<file path="config.mk">
export PLATFORM = sky130hd
export DESIGN_NAME = fcss_top
export DESIGN_NICKNAME = d
export VERILOG_FILES = /design/src/rtl/fcss_pkg.sv /design/src/rtl/fcss_sar_if.sv /design/src/rtl/fcss_sar.sv /design/src/rtl/fcss_top.sv
export SDC_FILE = /design/constraint.sdc
export NUM_CORES = 1
export LEC_CHECK = 0
export BUFFER_PORTS_ARGS = -buffer_cell sky130_fd_sc_hd__buf_4
export CORE_MARGIN = 2
export CORE_UTILIZATION = 59
export DETAILED_ROUTE_END_ITERATION = 7
export HOLD_SLACK_MARGIN = 0.1
export PLACE_DENSITY = 0.79
export SYNTH_ARGS = -nofsm -noshare
export SYNTH_HDL_FRONTEND = slang
export SYNTH_SLANG_ARGS = --single-unit
export TNS_END_PERCENT = 1
</file>
<file path="constraint.sdc">
create_clock -name clk_i -period 2.5 [get_ports clk_i]
set_input_delay 0.125 -clock clk_i [delete_from_list [all_inputs] [get_ports clk_i]]
set_output_delay 0.125 -clock clk_i [all_outputs]
set_load 0.02 [all_outputs]
</file>
<file path="src/rtl/fcss_pkg.sv">
// holds the shared constants and types of the four channel sampling sequencer
// assumes a single 25 MHz conversion clock and a synchronous active high reset
`default_nettype none

package fcss_pkg;
	// ****************************************
	// widths and counts
	// ****************************************
	localparam int CH_NUM = 4;
	localparam int CH_W = 2;
	localparam int RES_W = 12;
	localparam int IDX_W = 4;
	localparam int CNT_W = 5;
	localparam logic [IDX_W-1:0] IDX_TOP = 4'hb;
	localparam logic [RES_W-1:0] SAR_MID = 12'h800;
	localparam logic [RES_W-1:0] RES_RST = 12'h000;
	localparam logic [CH_W-1:0] CH_FIRST = 2'h0;
	localparam logic [CH_W-1:0] CH_LAST = 2'h3;

	// ****************************************
	// sequence timing
	// ****************************************
	localparam int SEQ_EDGES = 78;
	localparam int SYNC_EDGES = 2;
	localparam int CH_CYCLES = (SEQ_EDGES - SYNC_EDGES) / CH_NUM;
	localparam logic [CNT_W-1:0] CNT_FIRST_BIT = 5'h01;
	localparam logic [CNT_W-1:0] CNT_STORE = 5'h0d;
	localparam logic [CNT_W-1:0] CNT_LAST = CNT_W'(CH_CYCLES - 1);
	localparam int CLK_HZ = 25_000_000;
	// time bound holds at the rated 2.5 MHz clock, so it is counted in those edges
	localparam int RATED_CLK_KHZ = 2500;
	localparam int CONV_MAX_NS = 32500;
	localparam int CONV_MAX_CYC = CONV_MAX_NS * RATED_CLK_KHZ / 1_000_000;

	typedef enum logic {ST_IDLE, ST_CONV} fcss_state_t;
endpackage : fcss_pkg

`default_nettype wire

</file>
<file path="src/rtl/fcss_sar_if.sv">
// holds the link between the sequencer and its approximation register
// assumes both ends run on the same clock
`timescale 1ns/100ps
`default_nettype none

interface fcss_sar_if;
	logic init;
	logic step;
	logic comp;
	logic [fcss_pkg::RES_W-1:0] trial;
	logic [fcss_pkg::RES_W-1:0] result;
	modport seq (output init, output step, output comp, input trial, input result);
	modport sar (input init, input step, input comp, output trial, output result);
endinterface : fcss_sar_if

`default_nettype wire

</file>
<file path="src/rtl/fcss_sar.sv">
// holds the successive approximation register with two's complement output
// assumes the comparator answer is settled one cycle after each trial code
`timescale 1ns/100ps
`default_nettype none

module fcss_sar (
	input wire logic clk_i,
	input wire logic sys_rst_i,
	input wire logic clk_en_i,
	fcss_sar_if.sar sar
);
	logic [fcss_pkg::RES_W-1:0] trial_reg;
	logic [fcss_pkg::RES_W-1:0] trial_next;
	logic [fcss_pkg::IDX_W-1:0] idx_reg;
	logic [fcss_pkg::IDX_W-1:0] idx_next;

	always_comb begin
		trial_next = trial_reg;
		idx_next = idx_reg;
		if (sar.init) begin
			trial_next = fcss_pkg::SAR_MID;
			idx_next = fcss_pkg::IDX_TOP;
		end else if (sar.step) begin
			trial_next[idx_reg] = sar.comp;
			if (idx_reg != '0) begin
				trial_next[idx_reg - 4'h1] = 1'b1;
				idx_next = idx_reg - 4'h1;
			end
		end
	end

	always_ff @(posedge clk_i) begin
		if (sys_rst_i) begin
			trial_reg <= fcss_pkg::RES_RST;
			idx_reg <= '0;
		end else if (clk_en_i) begin
			trial_reg <= trial_next;
			idx_reg <= idx_next;
		end
	end

	assign sar.trial = trial_reg;
	// offset binary trial flipped at msb gives two's complement, lsb = fs/4096
	assign sar.result = {~trial_reg[fcss_pkg::RES_W-1], trial_reg[fcss_pkg::RES_W-2:0]}; // see RULE14 see RULE15
endmodule : fcss_sar

`default_nettype wire

</file>
<file path="src/rtl/fcss_top.sv">
// holds the four channel sampling sequencer and its implicit read port
// assumes trigger, read strobe and select are pins asynchronous to clk_i
// What this block does
// (RULE1) trigger rising edge starts the sequence and puts all holds into hold
// (RULE2) all four holds stay in hold until every channel is converted
// (RULE3) channels convert in order 1 to 4, each into its own result register
// (RULE4) next channel starts only after the previous result is stored
// (RULE5) done flag goes low after channel 4 result is stored
// (RULE6) whole sequence takes 78 or 79 rising clock edges
// (RULE7) trigger to done takes at most 32.5 us at a 2.5 MHz clock
// (RULE8) trigger is accepted asynchronously, independent of other bus controls
// (RULE9) repeated reads at one address return the four results in turn
// (RULE10) no direct access to a chosen result register exists
// (RULE11) first read returns channel 1, then 2, 3 and 4
// (RULE12) done flag returns high at the start of the first read after conversion
// (RULE13) each trigger rising edge resets the read pointer to channel 1
// (RULE14) results are 12 bit two's complement, step is full scale over 4096
// (RULE15) most negative is 800 hex, most positive 7ff hex
// (RULE16) host must not retrigger before all four channels are done
// (RULE17) host must not read while a sequence runs
// (RULE18) host should gate its trigger decode with a bus strobe
// (RULE19) result bus driven only while read strobe and select are both low
// (RULE20) conversion runs from external clock or internal oscillator
// (RULE21) bus floats outside reads; pointer advances at the end of each read
// (RULE22) trigger edge is synchronised before the sequencer acts on it
`timescale 1ns/100ps
`default_nettype none

module fcss_top (
	input wire logic clk_i, // external or internal oscillator, muxed outside; see RULE20
	input wire logic sys_rst_i,
	input wire logic clk_en_i,
	input wire logic sample_trigger_i,
	input wire logic rd_n_i,
	input wire logic cs_n_i,
	input wire logic comp_i,
	output logic [fcss_pkg::CH_NUM-1:0] hold_o,
	output logic [fcss_pkg::CH_W-1:0] mux_sel_o,
	output logic [fcss_pkg::RES_W-1:0] dac_code_o,
	output logic done_n_o,
	output logic [fcss_pkg::RES_W-1:0] result_bus_o,
	output logic result_bus_oe_n_o
);
	// ****************************************
	// pin synchronisers
	// ****************************************
	logic [2:0] trig_sync_reg;
	logic [2:0] trig_sync_next;
	logic [1:0] rd_sync_reg;
	logic [1:0] rd_sync_next;
	logic [1:0] cs_sync_reg;
	logic [1:0] cs_sync_next;
	logic trig_rise;
	logic read_act;
	logic read_prev_reg;
	logic read_prev_next;
	logic read_start;
	logic read_end;

	always_comb begin
		trig_sync_next = {trig_sync_reg[1:0], sample_trigger_i};
		rd_sync_next = {rd_sync_reg[0], rd_n_i};
		cs_sync_next = {cs_sync_reg[0], cs_n_i};
		read_prev_next = read_act;
	end

	always_ff @(posedge clk_i) begin
		if (sys_rst_i) begin
			trig_sync_reg <= 3'h0;
			rd_sync_reg <= 2'h3;
			cs_sync_reg <= 2'h3;
			read_prev_reg <= 1'b0;
		end else if (clk_en_i) begin
			trig_sync_reg <= trig_sync_next; // see RULE8 see RULE22
			rd_sync_reg <= rd_sync_next;
			cs_sync_reg <= cs_sync_next;
			read_prev_reg <= read_prev_next;
		end
	end

	// edge seen on the second and third stages only, first stage may be metastable
	assign trig_rise = trig_sync_reg[1] && !trig_sync_reg[2]; // see RULE22
	assign read_act = !rd_sync_reg[1] && !cs_sync_reg[1]; // see RULE19
	// both edges come from one registered copy of read_act, so a strobe
	// and select released together still end the read
	assign read_start = read_act && !read_prev_reg;
	assign read_end = !read_act && read_prev_reg;

	// ****************************************
	// conversion sequencer
	// ****************************************
	fcss_sar_if sar_link ();
	fcss_pkg::fcss_state_t state_reg;
	fcss_pkg::fcss_state_t state_next;
	logic [fcss_pkg::CH_W-1:0] ch_reg;
	logic [fcss_pkg::CH_W-1:0] ch_next;
	logic [fcss_pkg::CNT_W-1:0] cnt_reg;
	logic [fcss_pkg::CNT_W-1:0] cnt_next;
	logic done_n_reg;
	logic done_n_next;
	logic store;
	logic [fcss_pkg::RES_W-1:0] res_reg [fcss_pkg::CH_NUM];
	logic [fcss_pkg::RES_W-1:0] res_next [fcss_pkg::CH_NUM];

	assign store = state_reg == fcss_pkg::ST_CONV && cnt_reg == fcss_pkg::CNT_STORE;
	assign sar_link.init = state_reg == fcss_pkg::ST_CONV && cnt_reg == '0;
	assign sar_link.step = state_reg == fcss_pkg::ST_CONV && cnt_reg >= fcss_pkg::CNT_FIRST_BIT
		&& cnt_reg < fcss_pkg::CNT_STORE;
	assign sar_link.comp = comp_i;

	always_comb begin
		state_next = state_reg;
		ch_next = ch_reg;
		cnt_next = cnt_reg;
		done_n_next = done_n_reg;
		if (read_start && !done_n_reg) begin
			done_n_next = 1'b1; // see RULE12
		end
		unique case (state_reg)
			fcss_pkg::ST_IDLE: begin
				// retrigger during a sequence is ignored, the host must wait
				if (trig_rise) begin // see RULE1 see RULE16
					state_next = fcss_pkg::ST_CONV;
					ch_next = fcss_pkg::CH_FIRST;
					cnt_next = '0;
					done_n_next = 1'b1;
				end
			end
			fcss_pkg::ST_CONV: begin
				if (cnt_reg != fcss_pkg::CNT_LAST) begin
					cnt_next = cnt_reg + 5'h01;
				end else if (ch_reg != fcss_pkg::CH_LAST) begin
					// next channel only after the store slot has passed
					cnt_next = '0; // see RULE4
					ch_next = ch_reg + 2'h1; // see RULE3
				end else begin
					state_next = fcss_pkg::ST_IDLE;
					done_n_next = 1'b0; // see RULE5 see RULE6 see RULE7
				end
			end
		endcase
	end

	for (genvar g = 0; g < fcss_pkg::CH_NUM; g++) begin : g_res
		always_comb begin
			res_next[g] = res_reg[g];
			if (store && ch_reg == fcss_pkg::CH_W'(g)) begin
				res_next[g] = sar_link.result; // see RULE3
			end
		end
	end

	always_ff @(posedge clk_i) begin
		if (sys_rst_i) begin
			state_reg <= fcss_pkg::ST_IDLE;
			ch_reg <= fcss_pkg::CH_FIRST;
			cnt_reg <= '0;
			done_n_reg <= 1'b1;
			for (int i = 0; i < fcss_pkg::CH_NUM; i++) begin
				res_reg[i] <= fcss_pkg::RES_RST;
			end
		end else if (clk_en_i) begin
			state_reg <= state_next;
			ch_reg <= ch_next;
			cnt_reg <= cnt_next;
			done_n_reg <= done_n_next;
			res_reg <= res_next;
		end
	end

	fcss_sar u_sar (
		.clk_i(clk_i),
		.sys_rst_i(sys_rst_i),
		.clk_en_i(clk_en_i),
		.sar(sar_link.sar)
	);

	// ****************************************
	// implicit read port
	// ****************************************
	logic [fcss_pkg::CH_W-1:0] ptr_reg;
	logic [fcss_pkg::CH_W-1:0] ptr_next;
	logic [fcss_pkg::RES_W-1:0] bus_reg;
	logic [fcss_pkg::RES_W-1:0] bus_next;
	logic oe_n_reg;
	logic oe_n_next;

	always_comb begin
		ptr_next = ptr_reg;
		if (trig_rise) begin
			ptr_next = fcss_pkg::CH_FIRST; // see RULE13
		end else if (read_end) begin
			ptr_next = ptr_reg + 2'h1; // see RULE21
		end
		// only the pointer selects a register, there is no address path
		bus_next = res_reg[ptr_reg]; // see RULE9 see RULE10 see RULE11
		oe_n_next = !read_act; // see RULE19 see RULE21
	end

	always_ff @(posedge clk_i) begin
		if (sys_rst_i) begin
			ptr_reg <= fcss_pkg::CH_FIRST;
			bus_reg <= fcss_pkg::RES_RST;
			oe_n_reg <= 1'b1;
		end else if (clk_en_i) begin
			ptr_reg <= ptr_next;
			bus_reg <= bus_next;
			oe_n_reg <= oe_n_next;
		end
	end

	// raw pin joins the hold so sampling follows the pin edge, not the clock
	assign hold_o = {fcss_pkg::CH_NUM{state_reg == fcss_pkg::ST_CONV || sample_trigger_i}}; // see RULE1 see RULE2 see RULE22
	assign mux_sel_o = ch_reg;
	assign dac_code_o = sar_link.trial;
	assign done_n_o = done_n_reg;
	assign result_bus_o = bus_reg;
	assign result_bus_oe_n_o = oe_n_reg;

	// ****************************************
	// checks
	// ****************************************
	localparam int DONE_LAT = 77;
	localparam int CONV_MAX = fcss_pkg::CONV_MAX_CYC;
endmodule : fcss_top

`default_nettype wire

</file>
==> flow_metrics.tcl, run 1 <==
set metrics [dict create \
    critical_path.cell_chain "inv_1 > ha_1 > or4_4 > o211ai_4 > o21ai_4 > and3_4 > a211oi_2" \
    max-cap-violations 0 \
    crit_arrival_ns 2.31 \
    r2r_cells 7 \
    hold_violations 0 \
    largest_reg_flops 48 \
    die_y_microns 92.2 \
    firstDrtPassIters 4 \
    netlist-cell-type-count 52 \
    rsz0062_at_grt "no" \
    syn_to_final_growth_pct 10.0 \
    synth_ff_type "dfxtp_1" \
    tightest_slew_ns 0.688 \
    dieArea_sq_um 8490 \
    ir_worst_vdd_mv 0.268 \
    relSlewSlack 0.541 \
    drive_gt1_frac 0.170 \
    core_sq_um 7610 \
    cts_inserted_buffers 9 \
    post-route-drc-count 0 \
    crit_path_start "cnt_reg[1]$_SDFFE_PP0P_" \
    finalCritPeriodShare 0.816 \
    clock_latency_ns 0.36 \
    multiInputGateArea_sq_um 2380 \
    avgRoutedWirePerCell_microns 15.0 \
    endpoint "u_sar.idx_reg[1]$_SDFFE_PP0P_" \
    min_path_type "in -> reg" \
    final.min_clock_period_ns 2.04 \
    initial_core_util 0.603 \
    postSynth.asyncResetShare 0 \
    yosys_warnings 0 \
    reg2reg_slack_ns 0.46 \
    drtIter0Drc 177 \
    final_cell_mix "96 x dfxtp_1, 88 x nor2_1, 58 x mux2i_1" \
    h-tree-depth 3 \
    cts.sinks 96 \
    rows 32 \
    grt_pass1_vias 3173 \
    grt_pass1_wl_microns 14900 \
    antenna-diode-count 0 \
    critPathTopFamily "simple AND/OR/NAND/NOR gates" \
    tritoncts "yes" \
    via_per_inst 5.63 \
    placed_cell_area_sq_um 4830 \
    post_cts_buffers 0 \
    setup.worst_path.end_class "flip-flop" \
    cts_root_buffer "clkbuf_8" \
    yosysSeqAreaShare 0.419 \
    yosys.area.top_type "dfxtp_1" \
    synth_edf_count 0 \
    grt-ovfl-total 0 \
    reg2reg_to "u_sar.idx_reg[1]$_SDFFE_PP0P_" \
    synthTopCellsByArea "dfxtp_1 42%, mux2i_1 13%, nor2_1 7.2%" \
    seqCellArea_sq_um 1920 \
    p_leak_nw 2.27 \
    syn_inst 485 \
    clock_path_buffers 2 \
    vias 3423 \
    tns_ns 0 \
    globalRouteTotalUtil 0.221 \
    fillers 643 \
    finalMaxSlewViolations 0 \
    setup_viol 0 \
    crit_slowest_cell "dfxtp_1" \
    cp.depth 7 \
    drtAntennaViolNets 0 \
    fmax_mhz 490 \
    cp_num_buf_inv 1 \
    clkSlewWorstSetupHoldPaths_ns 0.09 \
    routed_wl_microns 9100 \
    nets 523 \
    crit_fanout 10 \
    regToRegStartpoint "cnt_reg[1]$_SDFFE_PP0P_" \
    syn_area_per_cell_sq_um 9.45 \
    io-pin-count 39 \
    synth_seq_cells 96 \
    powerDensity_nw_per_um2 516 \
    grt_max_degree 55 \
    netlist_area_sq_um 4580 \
    status "complete, no violations" \
    syn-num-nets 507 \
    fp.dieW_microns 92.2 \
    path_class "reg -> reg" \
    start_kind "flip-flop" \
    gp_congestion 0.913 \
    dp_hpwl_microns 6220 \
    port_buffers 38 \
    antenna_found_initial 0 \
    fin_skew_ns 0.0161 \
    cp.required_ns 2.77 \
    layout_commonest_cell "dfxtp_1" \
    power_w 0.00260 \
    stdcell_area_sq_um 5040 \
    slowest_delay_ns 0.43 \
    synth_top_area_share 0.419 \
    fin_util 0.663 \
]
[metal layers]
| layer | share of wire | global-route usage | routed length, microns |
|---|---|---|---|
| met1 | 0.47 | 0.292 | 4280 |
| met2 | 0.48 | 0.363 | 4370 |
| met3 | 0.041 | 0.0501 | 374 |
| met4 | 0.0083 | 0.0672 | 76 |
| met5 | 0 | 0 | 0 |
[power by group]
group | total (W) | switching [W] | internal, W
Combinational | 0.000113 | 0.0000701 | 0.0000429
Sequential | 0.00154 | 0.00000736 | 0.00154
Clock | 0.000946 | 0.000567 | 0.000379
Total | 0.00260 | 0.000644 | 0.00196
[how the worst min path moves through the flow]
stage / startpoint / to / slack (ns) / cells after the start
2_1_floorplan: rd_n_i / rd_sync_reg[0]$_SDFFE_PP1P_ / 0.24 / 1
3_3_place_gp: rd_n_i / rd_sync_reg[0]$_SDFFE_PP1P_ / 0.33 / 2
3_5_place_dp: cs_n_i / cs_sync_reg[0]$_SDFFE_PP1P_ / 0.35 / 2
4_1_cts: sys_rst_i / cnt_reg[1]$_SDFFE_PP0P_ / 0.15 / 2
5_1_grt: sys_rst_i / result_bus_o[2]$_SDFFE_PP0P_ / 0.17 / 2
6_report: sys_rst_i / cnt_reg[1]$_SDFFE_PP0P_ / 0.16 / 2
[logic make-up (layout without fill, tap and decap cells)]
family | after synthesis | count (layout) | share of synthesized area
adders and majority gates | 15 | 15 | 0.0409
DFF | 96 | 96 | 0.419
AOI/OAI and AO/OA | 82 | 82 | 0.122
buffers and inverters | 58 | 79 | 0.0611
muxes | 72 | 72 | 0.191
and+or+nand+nor | 158 | 158 | 0.159
xor gates and xnor gates | 4 | 4 | 0.00764
[per-stage QoR]
step           instances  worst slack (ns)  hold WS (ns)
2_1_floorplan        485             0.623         0.243
3_3_place_gp         589             0.554         0.328
3_5_place_dp         589             0.474         0.345
4_1_cts              608             0.443         0.152
5_1_grt              608             0.269         0.168
6_report             608             0.459         0.160
[cell usage after synthesis, types with 2 or more instances]
library cell / n
inv_1: 14
nor2_1: 88
nor3_1: 6
o211ai_1: 3
a221oi_1: 6
o21ai_1: 3
xnor2_1: 2
buf_1: 2
nand2_1: 24
buf_4: 14
a21oi_1: 26
mux2i_1: 58
or2_2: 3
mux4_2: 12
and3_1: 7
a211o_1: 4
xor2_1: 2
o22ai_1: 2
or3_1: 2
buf_2: 8
clkbuf_1: 20
ha_1: 15
o21bai_1: 2
dfxtp_1: 96
nand3b_1: 2
a22o_1: 4
o2bb2ai_1: 5
a211oi_2: 2
nand2b_1: 3
nor2b_1: 6
and2_1: 3
a211oi_1: 2
o21ai_0: 14
a31oi_1: 2
nand3_1: 6
[worst reg2reg max path: cells and delay by family (launching register included)]
| kind | cells | cell delay, ns |
|---|---|---|
| AND/OR/NAND/NOR | 2 | 0.64 |
| AO/OA/AOI/OAI | 3 | 0.59 |
| flip-flops | 1 | 0.43 |
| adder cells (fa/ha/maj) | 1 | 0.20 |
| buffers and inverters | 1 | 0.10 |
[layout make-up]
cell class / instances / area share
multi-input combinational: 331 / 0.472
inverter: 14 / 0.0104
clock inverter: 7 / 0.0122
tap: 102 / 0.0253
timing repair buffer: 49 / 0.0744
sequential: 96 / 0.381
clock buffer: 9 / 0.0246
[repair_timing]
item | in CTS | in global routing
endpoints found under the setup margin | 0 | 0
hold endpoints to repair | 3 | 0
resized for setup | 0 | 0
hold buffers | 3 | 0
No activity file was read; power rests on OpenSTA's default activity.
==> inputs of run 2 (changes only) <==
ABC_AREA = 1   (was unset)
CORE_UTILIZATION = 54   (was 59)
PLACE_DENSITY = 0.76   (was 0.79)
clock period = 1.8 ns   (was 2.5 ns; I/O delays follow)
==> run 2 against run 1 <==
Against the previous run:
- power rose by 53%
- via count rose by 24%
- critical path type unchanged
- sequential share of layout area fell by 1.0 points
- die area rose by 9.7%
- final area rose by 3.0%
- critical endpoint is now mux_sel_o[1]$_SDFFE_PP0P_
- combinational power rose to 3.3 times the previous value
- worst setup slack got worse by 0.30 ns
- clock-buffer cell count rose by 1
- cell count rose by 28%
- non-clock buffer count rose by 7
==> flow_metrics.tcl, run 2 <==
set metrics [dict create \
    finalNonFillerCells 776 \
    reg2reg_slack_ns 0.16 \
    status "complete, no violations" \
    cp_common_cell "nand2_1" \
    synthTopCellsByArea "dfxtp_1 42%, nand2_1 10%, a21oi_1 10%" \
    cts_inserted_buffers 9 \
    worstHoldEndpoint "u_sar.sar.trial[4]$_SDFFE_PP0P_" \
    min_from "comp_i" \
    fmax_mhz 609 \
    fillers 741 \
    clockPowerShare 0.357 \
    r2r_cells 8 \
    io-pin-count 39 \
    yosys.area.top_type "dfxtp_1" \
    final.min_clock_period_ns 1.64 \
    core_sq_um 8260 \
    finalCritPeriodShare 0.913 \
    clock_latency_ns 0.35 \
    critical_path.cell_chain "inv_1 > ha_1 > nand4_1 > nand2_1 > inv_2 > nand2_1 > nand2_1 > o22ai_1" \
    setup.worst_path.end_class "flip-flop" \
    drive_gt1_frac 0.130 \
    initial_core_util 0.560 \
    setup_viol 0 \
    powerDensity_nw_per_um2 767 \
    clkSlewWorstSetupHoldPaths_ns 0.09 \
    yosysSeqAreaShare 0.416 \
    port_buffers 38 \
    start_kind "flip-flop" \
    clock_path_buffers 2 \
    largest_reg_flops 48 \
    layout_commonest_cell "nand2_1" \
    grt_pass1_wl_microns 18200 \
    max-cap-violations 0 \
    synth-simple-area-share 0.226 \
    synth_xor_area_frac 0.00189 \
    netlist_area_sq_um 4620 \
    fp.dieW_microns 96.5 \
    switching_share 0.252 \
    p_switching_w 0.00100 \
    regToRegStartpoint "cnt_reg[0]$_SDFFE_PP0P_" \
    synth_ff_type "dfxtp_1" \
    seqCellArea_sq_um 1930 \
    relSlewSlack 0.532 \
    muxShareOfSynthArea 0 \
    cp.required_ns 2.03 \
    syn_inst 647 \
    tritoncts "yes" \
    yosysMostFrequentCell "nand2_1" \
    synth_compound_area_frac 0.201 \
    syn-num-nets 669 \
    fin_util 0.629 \
    via_per_inst 5.49 \
    cts.sinks 96 \
    crit_fanout 6 \
    combPwrFrac 0.094 \
    ir_worst_vdd_mv 0.506 \
    fin_skew_ns 0.0141 \
    drtAntennaViolNets 0 \
    synthTopCellsByCount "127 x nand2_1, 96 x dfxtp_1, 95 x a21oi_1" \
    vias 4258 \
    drtIter0Drc 340 \
    synth_seq_cells 96 \
    netlist-cell-type-count 28 \
    h-tree-depth 3 \
    finalMaxSlewViolations 0 \
    rsz0062_at_grt "no" \
    syn_area_per_cell_sq_um 7.14 \
    grt_pass1_vias 3801 \
    min_path_type "in -> reg" \
    synth_edf_count 0 \
    multiInputGateArea_sq_um 2190 \
    syn_to_final_growth_pct 12.4 \
    tns_ns 0 \
    globalRouteTotalUtil 0.248 \
    synth_fa_ha_area_frac 0.0406 \
    antenna-diode-count 0 \
    path_class "reg -> reg" \
    dp.cells 758 \
    nets 689 \
    dp_hpwl_microns 7620 \
    hold_violations 0 \
    routed_wl_microns 11100 \
    p_int_w 0.00298 \
    firstDrtPassIters 5 \
    postSynth.asyncResetShare 0 \
    crit_arrival_ns 1.87 \
    final_cell_mix "126 x nand2_1, 95 x a21oi_1, 94 x dfxtp_1" \
    synth_top_area_share 0.416 \
    dieArea_sq_um 9320 \
    p_seq_frac 0.549 \
    antenna_found_initial 0 \
    hold_depth 5 \
    slowest_delay_ns 0.43 \
    crit_path_start "cnt_reg[0]$_SDFFE_PP0P_" \
    grt_max_degree 40 \
    post-route-drc-count 0 \
    p_leak_nw 2.09 \
    avgRoutedWirePerCell_microns 14.3 \
    die_y_microns 96.5 \
    yosys_warnings 0 \
    tightest_slew_ns 0.698 \
    cts_root_buffer "clkbuf_8" \
    crit_slowest_cell "dfxtp_1" \
    rows 33 \
    gp_congestion 0.965 \
    grt-ovfl-total 0 \
    reg2reg_to "mux_sel_o[1]$_SDFFE_PP0P_" \
    synth_top_family_by_area "simple AND/OR/NAND/NOR gates" \
]
[run 2: repair_timing]
item,in CTS,in global routing
hold endpoints to repair,3,0
hold buffers,3,0
endpoints found under the setup margin,0,17
buffers inserted,0,0
resized for setup,0,8
[run 2: per-layer routing]
metal / routed length [microns] / vias up / track usage
li1: - / 2166 / -
met1: 5290 / 1977 / 0.345
met2: 5210 / 108 / 0.401
met3: 557 / 7 / 0.0489
met4: 59 / 0 / 0.0563
met5: 0 / - / 0
[run 2: critical path: cells and delay by family (launching register included)]
| kind | cells | cell delay (ns) |
|---|---|---|
| compound gates | 1 | 0.11 |
| simple gates | 4 | 0.52 |
| flops | 1 | 0.43 |
| buf+inv | 2 | 0.23 |
| fa+ha+maj | 1 | 0.23 |
[run 2: power by group through the flow]
stage	clock [W]	sequential, W	combinational (W)
6_report	0.00142	0.00219	0.000376
2_1_floorplan	0	0.00226	0.000231
4_1_cts	0.00145	0.00219	0.000373
5_1_grt	0.00154	0.00219	0.000418
3_5_place_dp	0	0.00224	0.000367
3_3_place_gp	0	0.00224	0.000361
[run 2: cell type report]
cell class	instances	area share
Sequential cell	96	0.371
Clock buffer	10	0.0265
Inverter	74	0.0542
Clock inverter	5	0.0123
Multi-Input combinational cell	430	0.421
Tap cell	105	0.0253
Timing Repair Buffer	56	0.0896
[run 2: how the worst max path moves through the flow]
stage | slack, ns | to | cells after the start
finish | 0.16 | mux_sel_o[1]$_SDFFE_PP0P_ | 8
global route | 0.007 | res_reg[47]$_SDFFE_PP0P_ | 7
CTS | 0.06 | u_sar.sar.trial[2]$_SDFFE_PP0P_ | 10
detailed placement | 0.08 | u_sar.sar.trial[1]$_SDFFE_PP0P_ | 10
global placement | 0.15 | u_sar.sar.trial[3]$_SDFFE_PP0P_ | 7
floorplan | 0.16 | u_sar.sar.trial[4]$_SDFFE_PP0P_ | 10
[run 2: cells by family (layout without fill, tap and decap cells)]
logic type / Yosys count / count (layout)
fa+ha+maj: 15 / 15
flops: 96 / 96
xor+xnor: 1 / 1
simple gates: 237 / 237
buf+inv: 121 / 145
compound gates: 177 / 177
[run 2: stage by stage]
stage	setup slack (ns)	cell area [sq um]	hold slack [ns]	total power, W
6_report	0.157	5190	0.175	0.00399
5_1_grt	0.00743	5190	0.218	0.00415
4_1_cts	0.0556	5170	0.171	0.00401
3_5_place_dp	0.0835	4940	0.303	0.00260
3_3_place_gp	0.149	4940	0.300	0.00260
2_1_floorplan	0.161	4620	0.212	0.00249
==> inputs of run 3 (changes only) <==
--- a/config.mk
+++ b/config.mk
@@ -9,7 +9,8 @@
 export BUFFER_PORTS_ARGS = -buffer_cell sky130_fd_sc_hd__buf_4
+export CAP_MARGIN = 20
 export CORE_MARGIN = 2
-export CORE_UTILIZATION = 54
+export CORE_UTILIZATION = 59
 export DETAILED_ROUTE_END_ITERATION = 7
 export HOLD_SLACK_MARGIN = 0.1
-export PLACE_DENSITY = 0.76
+export PLACE_DENSITY = 0.79
 export SYNTH_ARGS = -nofsm -noshare
==> constraint.sdc (replaced) <==
create_clock -name clk_i -period 1.67 [get_ports clk_i]
set_input_delay 0.167 -clock clk_i [delete_from_list [all_inputs] [get_ports clk_i]]
set_output_delay 0.167 -clock clk_i [all_outputs]
set_load 0.02 [all_outputs]
==> run 3 against run 2 <==
Against the previous run:
- via count up 3.8%
- sequential cell count stayed put
- largest power group unchanged
- highest routed layer unchanged
- cell count rose by 1.0%
- maximum frequency grew 4.0%
- critical endpoint is now u_sar.sar.trial[8]$_SDFFE_PP0P_
- critical path type unchanged
- die area decreased by 8.1%
- register-to-register slack got worse by 0.07 ns
==> flow_metrics.tcl, run 3 (synthesized netlist as in run 2, its figures left out) <==
set metrics [dict create \
    relSlewSlack 0.705 \
    avgRoutedWirePerCell_microns 14.4 \
    clock_latency_ns 0.37 \
    antenna-diode-count 0 \
    dp_hpwl_microns 7760 \
    holdWs_ns 0.212 \
    hold_violations 0 \
    vias 4419 \
    setup.worst_path.end_class "flip-flop" \
    fin_skew_ns 0.0107 \
    worstHoldEndpoint "u_sar.idx_reg[3]$_SDFFE_PP0P_" \
    finalNonFillerCells 784 \
    via_per_inst 5.64 \
    r2r_cells 7 \
    min_from "clk_en_i" \
    h-tree-depth 3 \
    grt_pass1_wl_microns 18300 \
    finalCritPeriodShare 0.946 \
    globalRouteTotalUtil 0.264 \
    firstDrtPassIters 5 \
    port_buffers 38 \
    start_kind "flip-flop" \
    finalMaxSlewViolations 0 \
    crit_fanout 8 \
    p_leak_nw 2.11 \
    antenna_found_initial 0 \
    seqCellArea_sq_um 1920 \
    tightest_slew_ns 0.442 \
    final_cell_mix "127 x nand2_1, 95 x a21oi_1, 95 x dfxtp_1" \
    min_path_type "in -> reg" \
    drive_gt1_frac 0.142 \
    cts_inserted_buffers 9 \
    fin_util 0.681 \
    routed_wl_microns 11300 \
    crit_arrival_ns 1.82 \
    io-pin-count 39 \
    dp.cells 763 \
    multiInputGateArea_sq_um 2180 \
    hold_depth 3 \
    grt_pass1_vias 4007 \
    drtIter0Drc 324 \
    grt_max_degree 45 \
    cts_root_buffer "clkbuf_8" \
    dieArea_sq_um 8560 \
    rows 32 \
    ir_worst_vdd_mv 0.451 \
    initial_core_util 0.604 \
    tritoncts "yes" \
    clkSlewWorstSetupHoldPaths_ns 0.10 \
    status "complete, no violations" \
    core_sq_um 7650 \
    grt-ovfl-total 0 \
    die_y_microns 92.5 \
    max-cap-violations 0 \
    gp_congestion 0.930 \
    syn_to_final_growth_pct 12.7 \
    cp.required_ns 1.91 \
    drtAntennaViolNets 0 \
    cts.sinks 96 \
    post-route-drc-count 0 \
    final.min_clock_period_ns 1.58 \
    layout_commonest_cell "nand2_1" \
    clock_path_buffers 2 \
    path_class "reg -> reg" \
    fillers 662 \
    regToRegStartpoint "cnt_reg[2]$_SDFFE_PP0P_" \
    reg2reg_to "u_sar.sar.trial[8]$_SDFFE_PP0P_" \
    fmax_mhz 633 \
    powerDensity_nw_per_um2 809 \
    nets 699 \
    reg2reg_slack_ns 0.09 \
    fp.dieW_microns 92.5 \
    setup_viol 0 \
    largest_reg_flops 48 \
]
-- run 3: cell types whose count changed in the layout (fill, tap and decap cells not counted), sizes merged --
cell,delta
clkinv,+1
clkbuf,-1
bufinv,-1
inv,+3
buf,+9
-- run 3: final cells by class --
| type | count | share of cell area |
|---|---|---|
| repair buffers | 65 | 0.0975 |
| flip-flops and latches | 96 | 0.369 |
| well taps | 102 | 0.0245 |
| multi-input cells | 430 | 0.419 |
| repair inverters | 1 | 0.00144 |
| clock buffers | 9 | 0.0238 |
| inverters | 74 | 0.0533 |
| clock inverters | 7 | 0.0113 |
-- run 3: worst max-delay path by stage --
stage,endpoint,start
2_1_floorplan,u_sar.sar.trial[4]$_SDFFE_PP0P_,u_sar.idx_reg[0]$_SDFFE_PP0P_
3_3_place_gp,u_sar.sar.trial[6]$_SDFFE_PP0P_,cnt_reg[0]$_SDFFE_PP0P_
3_5_place_dp,u_sar.sar.trial[7]$_SDFFE_PP0P_,cnt_reg[0]$_SDFFE_PP0P_
4_1_cts,res_reg[26]$_SDFFE_PP0P_,cnt_reg[0]$_SDFFE_PP0P_
5_1_grt,u_sar.sar.trial[2]$_SDFFE_PP0P_,cnt_reg[2]$_SDFFE_PP0P_
6_report,u_sar.sar.trial[8]$_SDFFE_PP0P_,cnt_reg[2]$_SDFFE_PP0P_
-- run 3: power by group --
group | switching (W) | internal [W] | leakage, nW
sequential | 0.0000267 | 0.00233 | 0.779
combinational | 0.000266 | 0.000149 | 1.24
clock | 0.000870 | 0.000571 | 0.0929
-- run 3: layer usage --
layer	up-vias	GRT usage	wire [microns]
li1	2182	-	-
met1	2058	0.341	4920
met2	161	0.446	5440
met3	18	0.0391	680
met4	0	0.101	214
met5	-	0	0
-- run 3: metrics by stage --
step / instance area [sq um] / worst slack, ns / power, W / TNS, ns
2_1_floorplan: 4620 / 0.0308 / 0.00268 / 0
3_3_place_gp: 4970 / 0.119 / 0.00280 / 0
3_5_place_dp: 4970 / -0.00289 / 0.00281 / -0.00289
4_1_cts: 5190 / 0.0516 / 0.00423 / 0
5_1_grt: 5210 / -0.00999 / 0.00438 / -0.0267
6_report: 5210 / 0.0897 / 0.00421 / 0
-- run 3: repair_timing --
action                                  4_1_cts  5_1_grt
pin swaps                                     0        1
endpoints found under the hold margin         3        0
endpoints found under the setup margin       10       16
cloned                                        0        1
resized for setup                             1        6
buffers inserted                              0        1
hold buffers                                  3        0
-- run 3: worst max-delay path, stage by stage (launching register included) --
cell and delay (ns):
dfxtp_1 0.36, nor2_1 0.28, nand3_2 0.22, nand4_1 0.15, buf_4 0.16, clkinvlp_4 0.13
nand2_1 0.09, a21oi_1 0.05
